===== config.mk =====
export PLATFORM = sky130hd
export DESIGN_NAME = main_timer
export DESIGN_NICKNAME = d
export VERILOG_FILES = /design/src/timer_pkg.sv /design/src/aux_timer.sv /design/src/main_timer.sv
export SDC_FILE = /design/constraint.sdc
export NUM_CORES = 1
export LEC_CHECK = 0
export ABC_AREA = 1
export ABC_CLOCK_PERIOD_IN_PS = 3000
export BUFFER_PORTS_ARGS = -buffer_cell sky130_fd_sc_hd__buf_2
export CAP_MARGIN = 20
export CELL_PAD_IN_SITES_DETAIL_PLACEMENT = 2
export CELL_PAD_IN_SITES_GLOBAL_PLACEMENT = 2
export CORE_MARGIN = 1
export CORE_UTILIZATION = 27
export DETAILED_ROUTE_END_ITERATION = 6
export PLACE_DENSITY_LB_ADDON = 0.08
export REMOVE_ABC_BUFFERS = 1
export SLEW_MARGIN = 20
export SYNTH_ARGS = -nofsm -noshare
export SYNTH_HDL_FRONTEND = slang
export SYNTH_SLANG_ARGS = --single-unit

===== constraint.sdc =====
create_clock -name sys_clk -period 3 [get_ports sys_clk]
set_input_delay 0.45 -clock sys_clk [delete_from_list [all_inputs] [get_ports sys_clk]]
set_output_delay 0.45 -clock sys_clk [all_outputs]
set_load 0.01 [all_outputs]

===== src/timer_pkg.sv =====
// Constants and types shared by the dual timer block.
package timer_pkg;
  localparam int MAIN_W      = 16;
  localparam int AUX_W       = 8;
  localparam int NUM_CH      = 5;
  localparam int PRESC_W     = 8;
  localparam logic [MAIN_W-1:0] MAIN_RESET = 16'h0000;
  localparam logic [AUX_W-1:0]  AUX_RESET  = 8'h00;
  localparam logic [PRESC_W-1:0] PRESC_RESET = 8'h00;
  // Capture edge selection codes.
  localparam logic [1:0] EDGE_NONE = 2'h0;
  localparam logic [1:0] EDGE_RISE = 2'h1;
  localparam logic [1:0] EDGE_FALL = 2'h2;
  localparam logic [1:0] EDGE_BOTH = 2'h3;
  typedef enum logic [1:0] {
    MODE_STOP  = 2'h0,
    MODE_TIMER = 2'h1,
    MODE_EVENT = 2'h3
  } count_mode_t;
endpackage

===== src/aux_timer.sv =====
// Auxiliary 8-bit timer with prescaler, period and one PWM channel.
`timescale 1ns/10ps
module aux_timer (
  // Clock and reset.
  input  wire logic                            sys_clk,
  input  wire logic                            sys_rst,
  // Configuration.
  input  wire timer_pkg::count_mode_t          mode,
  input  wire logic [timer_pkg::PRESC_W-1:0]   presc,
  input  wire logic [timer_pkg::AUX_W-1:0]     period,
  input  wire logic [timer_pkg::AUX_W-1:0]     compare,
  input  wire logic                            pwm_init,
  // Event pulse, already synchronous.
  input  wire logic                            event_pulse,
  // Status and output.
  output logic [timer_pkg::AUX_W-1:0]          count,
  output logic                                 wrap,
  output logic                                 pwm_out
);
  import timer_pkg::*;
  logic [PRESC_W-1:0] presc_cnt;
  wire presc_tick = (presc_cnt >= presc);
  wire step       = (mode == MODE_TIMER) ? presc_tick :
                    (mode == MODE_EVENT) ? event_pulse : 1'b0;
  wire at_period  = (count == period);
  wire [AUX_W-1:0] next_count = at_period ? AUX_RESET : AUX_W'(count + 1'b1);
  wire hit        = step && (next_count == compare);

  always_ff @(posedge sys_clk) begin
    if (sys_rst || mode == MODE_STOP || presc_tick) begin
      presc_cnt <= PRESC_RESET;
    end else begin
      presc_cnt <= PRESC_W'(presc_cnt + 1'b1);
    end
  end

  always_ff @(posedge sys_clk) begin
    if (sys_rst) begin
      count   <= AUX_RESET;
      wrap    <= 1'b0;
      pwm_out <= 1'b0;
    end else begin
      wrap <= step && at_period;
      if (step) begin
        count <= next_count;
        if (at_period && compare != AUX_RESET) begin
          pwm_out <= pwm_init;
        end else if (hit) begin
          pwm_out <= ~pwm_init;
        end
      end
    end
  end
endmodule // aux_timer


===== src/main_timer.sv =====
// Main 16-bit timer with five compare or capture channels and IR modulation.
`timescale 1ns/10ps
module main_timer (
  // Clock and reset.
  input  wire logic                                   sys_clk,
  input  wire logic                                   sys_rst,
  // Main timer configuration.
  input  wire timer_pkg::count_mode_t                 mode,
  input  wire logic [timer_pkg::PRESC_W-1:0]          presc,
  input  wire logic [timer_pkg::MAIN_W-1:0]           period,
  input  wire logic                                   consumer_ir_modulation_mode,
  // Channel configuration, one bit or word per channel.
  input  wire logic [timer_pkg::NUM_CH-1:0]           ch_capture,
  input  wire logic [timer_pkg::NUM_CH*2-1:0]         ch_edge,
  input  wire logic [timer_pkg::NUM_CH-1:0]           ch_pwm_init,
  input  wire logic [timer_pkg::NUM_CH*16-1:0]        ch_compare,
  // Auxiliary timer configuration.
  input  wire timer_pkg::count_mode_t                 aux_mode,
  input  wire logic [timer_pkg::PRESC_W-1:0]          aux_presc,
  input  wire logic [timer_pkg::AUX_W-1:0]            aux_period,
  input  wire logic [timer_pkg::AUX_W-1:0]            aux_compare,
  input  wire logic                                   aux_pwm_init,
  // Pins.
  input  wire logic                                   event_pin,
  input  wire logic                                   aux_event_pin,
  input  wire logic [timer_pkg::NUM_CH-1:0]           capture_pin,
  output logic      [timer_pkg::NUM_CH-1:0]           pwm_pin,
  output logic                                        aux_pwm_pin,
  output logic                                        ir_out,
  // Status.
  output logic      [timer_pkg::MAIN_W-1:0]           count,
  output logic      [timer_pkg::AUX_W-1:0]            aux_count,
  output logic      [timer_pkg::NUM_CH*16-1:0]        ch_captured,
  output logic      [timer_pkg::NUM_CH-1:0]           ch_capture_flag,
  input  wire logic [timer_pkg::NUM_CH-1:0]           ch_flag_clear
);
  import timer_pkg::*;

  // Two-stage synchronisers for every pin input.
  logic [NUM_CH+1:0] sync_a;
  logic [NUM_CH+1:0] sync_b;
  logic [NUM_CH+1:0] sync_prev;
  wire  [NUM_CH+1:0] pins = {aux_event_pin, event_pin, capture_pin};

  always_ff @(posedge sys_clk) begin
    if (sys_rst) begin
      sync_a    <= '0;
      sync_b    <= '0;
      sync_prev <= '0;
    end else begin
      sync_a    <= pins;
      sync_b    <= sync_a;
      sync_prev <= sync_b;
    end
  end

  wire [NUM_CH+1:0] rise = sync_b & ~sync_prev;
  wire [NUM_CH+1:0] fall = ~sync_b & sync_prev;

  // Auxiliary timer.
  logic aux_wrap;
  logic aux_pwm;

  aux_timer i_aux_timer (
    .sys_clk     (sys_clk),
    .sys_rst     (sys_rst),
    .mode        (aux_mode),
    .presc       (aux_presc),
    .period      (aux_period),
    .compare     (aux_compare),
    .pwm_init    (aux_pwm_init),
    .event_pulse (rise[NUM_CH+1]),
    .count       (aux_count),
    .wrap        (aux_wrap),
    .pwm_out     (aux_pwm)
  );

  // Prescaler for the main timer.
  logic [PRESC_W-1:0] presc_cnt;
  // A lowered divider must not leave the prescaler running through its whole range.
  wire presc_tick = (presc_cnt >= presc);

  always_ff @(posedge sys_clk) begin
    if (sys_rst || mode == MODE_STOP || presc_tick) begin
      presc_cnt <= PRESC_RESET;
    end else begin
      presc_cnt <= PRESC_W'(presc_cnt + 1'b1);
    end
  end

  // In IR mode one step is one completed auxiliary period.
  wire base_step = (mode == MODE_TIMER) ? presc_tick :
                   (mode == MODE_EVENT) ? rise[NUM_CH] : 1'b0;
  wire step      = (mode == MODE_STOP) ? 1'b0 :
                   consumer_ir_modulation_mode ? aux_wrap : base_step;
  wire at_period = (count == period);
  wire [MAIN_W-1:0] next_count = at_period ? MAIN_RESET : MAIN_W'(count + 1'b1);

  always_ff @(posedge sys_clk) begin
    if (sys_rst) begin
      count <= MAIN_RESET;
    end else if (step) begin
      count <= next_count;
    end
  end

  function automatic logic edge_match(input logic [1:0] sel, input logic r, input logic f);
    edge_match = ((sel == EDGE_RISE) && r) || ((sel == EDGE_FALL) && f) ||
                 ((sel == EDGE_BOTH) && (r || f));
  endfunction

  // Channels.
  logic [NUM_CH-1:0] ch_pwm;

  genvar i;
  generate
    for (i = 0; i < NUM_CH; i++) begin : g_ch
      wire [MAIN_W-1:0] cmp = ch_compare[i*16 +: 16];
      wire hit = step && (next_count == cmp);
      wire cap = ch_capture[i] && edge_match(ch_edge[i*2 +: 2], rise[i], fall[i]);

      always_ff @(posedge sys_clk) begin
        if (sys_rst) begin
          ch_pwm[i]                <= 1'b0;
          ch_captured[i*16 +: 16]  <= MAIN_RESET;
          ch_capture_flag[i]       <= 1'b0;
        end else begin
          if (cap) begin
            ch_captured[i*16 +: 16] <= count;
          end
          // A new capture wins over a simultaneous clear.
          ch_capture_flag[i] <= cap | (ch_capture_flag[i] & ~ch_flag_clear[i]);
          if (ch_capture[i]) begin
            ch_pwm[i] <= ch_pwm_init[i];
          end else if (step && at_period && cmp != MAIN_RESET) begin
            ch_pwm[i] <= ch_pwm_init[i];
          end else if (hit) begin
            ch_pwm[i] <= ~ch_pwm_init[i];
          end
        end
      end
    end
  endgenerate

  always_ff @(posedge sys_clk) begin
    if (sys_rst) begin
      pwm_pin     <= '0;
      aux_pwm_pin <= 1'b0;
      ir_out      <= 1'b0;
    end else begin
      pwm_pin     <= ch_pwm & ~ch_capture;
      aux_pwm_pin <= aux_pwm;
      ir_out      <= consumer_ir_modulation_mode ? (ch_pwm[0] & aux_pwm) : ch_pwm[0];
    end
  end
endmodule // main_timer


==> metrics <==
status complete, no violations; clock root buffer clkbuf_16; Hold Path Class primary input to flip-flop; clock sink count 160; switching power around 1600 uW; area leader, netlist dfxtp_1; delay-heaviest family, CP simple AND/OR/NAND/NOR gates; Final Setup Violations 0; vias in the first global route between 10000 and 15000; top post-synthesis cells by area dfxtp_1, nand2_1, a21oi_1; Netlist cell types 39; Main synth FF type dfxtp_1; ratio of cells with drive above 1 in the final layout between 20% and 30%; count leader, synth nand2_1; P per Cell Area approximately 480 nW/um^2; Final ANT Viol Nets 0; Max Clock Skew between 0.01 and 0.015 ns; Pint ~3800 uW; Syn Inst Count ~1300; post-synth top area share 36.79%; Sw Share 29.40%; hold buffer count at CTS 0; latest clock arrival within the worst-skew pair about 0.45 ns; initial antenna violation count 6; clock buffer depth 2; f_max 0.3695 GHz; Worst slew margin 55.44%; CTS clk-pin slew, worst paths about 0.07 ns; worst reg-to-reg path cell count 17; busiest grt layer met2; crit path to ch_pwm[3]; Setup crit start count[10]; Hold Violations, Final 0; number of synthesized flops with an enable pin 0; Crit Path Class flip-flop to flip-flop; clock share of power about 42%; routed wire length 36900 um; vias after detailed routing around 9500; Max VDD drop between 400 and 500 uV; Yosys warnings 0; worst slew pin tran between 0.6 and 0.7 ns; Tot GR Track Use between 20 and 25%; hpwl dp 28320 um; Comb power frac 15.3%; Layout area overhead 28.10%; CP Depth 17; setup total negative slack 0 ns; num rows 65; M3 GR Usage about 4.5%; grt total ovfl 0; Pleak 0.005559 uW; CP bufs+invs 2; first-pass detailed-route iteration total 4; biggest cell delay along the critical path approximately 0.5 ns; Crit Reg-Reg Endpoint ch_pwm[3]; # IOs about 280; filler instances 3886; # nets final 1727; Cell Area, Synth just under 9000 sq um; DIE AREA roughly 33000 sq um; maxcap violations 0; Max stage delay cell, worst path dfxtp_1; share of power burned in registers between 40% and 50%; largest net degree at the start of global routing 93; Starting Density between 20% and 30%; die height 181.6 um; Critical Path Fanout Max 39; CP Cell Sequence inv_2, nand2_1, nand2_1, nor2_1, nand2_1, nor2_1, nand2_2, buf_12, nand2_1, or2_1, nand3_1, nor2_1, nand2_1, nor2_2, nand3_1, and2_1, nor2_1; Final period util ~90%; CTS tree built; worst r2r src count[10]; I/O Buffers between 200 and 300; sequential cell area fraction in the yosys report 36.79%; most frequent CP cell nand2_1; met2 Use GR approximately 40%; RSZ-0062 raised after global routing false; Final Max Tran Viols 0; min Tclk post-route roughly 2.7 ns; Hold WS between 0.15 and 0.2 ns; DR WL/cell around 19 um; Die X roughly 180 um; worst endpoint data arrival time between 3 and 4 ns; GR Util met1 27.72%; Core Area roughly 32000 sq um; Critical Path Sink Type flip-flop; drt drc 0; routability cong. 0.8198; Worst EP required between 3 and 4 ns; H-tree depth 4; Syn Area/Cell between 6 and 7 sq um; first-pass GRT wire length about 57000 um; CTS buffer count 17; R2R Setup Slk 0.29 ns; Post-synth ARST share 0%; most frequent cells after synthesis nand2_1, dfxtp_1, inv_1; DR iter-0 viols approximately 260; Setup crit start kind flip-flop; Vias/cell approximately 4.9; Yosys reg bits 160
==> flip-flops by register name (all words and copies together), names as in the netlist <==
| signal | flops |
|---|---|
| i_aux_timer.pwm_out | 1 |
| count | 16 |
| ch_capture_flag | 5 |
| ch_captured | 80 |
| pwm_pin | 5 |
| i_aux_timer.count | 8 |
| aux_pwm_pin | 1 |
| ch_pwm | 5 |
| sync_a | 7 |
| i_aux_timer.presc_cnt | 8 |
| ir_out | 1 |
| presc_cnt | 8 |
| sync_prev | 7 |
| sync_b | 7 |
| i_aux_timer.wrap | 1 |
==> layout by cell type, fill, tap and decap left out, types with 3 or more instances in the layout <==
| master | n |
|---|---|
| nand4_1 | 28 |
| nand3b_1 | 19 |
| nor2_1 | 138 |
| clkinvlp_4 | 3 |
| xor2_1 | 35 |
| a21oi_1 | 129 |
| o21ai_0 | 115 |
| nand2_1 | 243 |
| nor3b_1 | 6 |
| nand2_4 | 9 |
| inv_6 | 4 |
| inv_1 | 147 |
| nand3_1 | 43 |
| buf_4 | 10 |
| or2_2 | 16 |
| dfxtp_1 | 160 |
| buf_2 | 283 |
| diode_2 | 4 |
| nor3_1 | 12 |
| xnor2_1 | 21 |
| clkbuf_16 | 17 |
| nand2_2 | 8 |
| nor2_2 | 5 |
| o211ai_1 | 4 |
| nor4_1 | 22 |
| inv_2 | 13 |
| ha_1 | 30 |
==> layer usage <==
metal / up-vias / wire [um]
met5: - / 31
met4: 4 / 624
met3: 37 / 1744
met2: 213 / 18030
met1: 4644 / 16470
li1: 4625 / -
==> worst register-to-register path, stage by stage (launching register included) <==
cell and delay (ns):
dfxtp_1 0.51, inv_2 0.19, nand2_1 0.09, nand2_1 0.05
nor2_1 0.12, nand2_1 0.11, nor2_1 0.12, nand2_2 0.08
buf_12 0.19, nand2_1 0.31, or2_1 0.15, nand3_1 0.06
nor2_1 0.09, nand2_1 0.07, nor2_2 0.12, nand3_1 0.09
and2_1 0.15, nor2_1 0.14
==> layout make-up <==
cell class	count	area, sq um	share of cell area, %
antenna	4	10.01	0.08976
timing repair buffer	295	1531	13.73
clock inverter	14	156.4	1.402
sequential	160	3203	28.72
multi-input combinational	895	4708	42.22
tap	402	503.0	4.510
clock buffer	18	439.2	3.938
inverter	160	600.6	5.385
==> worst min-delay path by stage <==
stage          cells past startpoint         end           from  slack, ns
3_3_place_gp                       2   sync_b[6]      sync_a[6]       0.39
6_report                           2  pwm_pin[4]  ch_capture[4]       0.17
4_1_cts                            2  pwm_pin[0]  ch_capture[0]       0.15
5_1_grt                            2  pwm_pin[0]  ch_capture[0]       0.16
2_1_floorplan                      2   sync_b[0]      sync_a[0]       0.39
3_5_place_dp                       2   sync_b[3]      sync_a[3]       0.40
==> power groups by stage <==
stage	Combinational, uW	Clock [uW]	Sequential [uW]
after detailed placement	832	0	2340
after global routing	924	2420	2300
after global placement	803	0	2340
after floorplan	380	0	2360
final	826	2270	2290
after CTS	840	2340	2290
==> kinds of logic after synthesis <==
logic type,after synthesis,synth area share (%)
AND/OR/NAND/NOR,553,28.99
AO/OA/AOI/OAI,255,14.93
buffers and inverters,201,9.155
flip-flops,160,36.79
XOR/XNOR,57,5.821
adder cells (fa/ha/maj),30,4.312
==> per-stage QoR <==
| step | worst slack [ns] | total power (uW) | instance area (sq um) | util (%) | instances |
|---|---|---|---|---|---|
| after floorplan | 0.4098 | 2743 | 8509 | - | 1215 |
| final | 0.2938 | 5389 | 11150 | 35.25 | 1948 |
| after CTS | 0.2705 | 5477 | 11140 | 35.21 | 1944 |
| after global routing | 0.03171 | 5651 | 11150 | 35.24 | 1947 |
| after global placement | 0.1848 | 3140 | 10540 | 33.33 | 1912 |
| after detailed placement | 0.1113 | 3173 | 10540 | 33.33 | 1912 |
==> timing repair <==
| item | in CTS | in global routing |
|---|---|---|
| resized for setup | 0 | 1 |
| buffers inserted | 0 | 0 |
| setup endpoints to repair | 0 | 1 |
No activity file was read; power rests on OpenSTA's default activity.
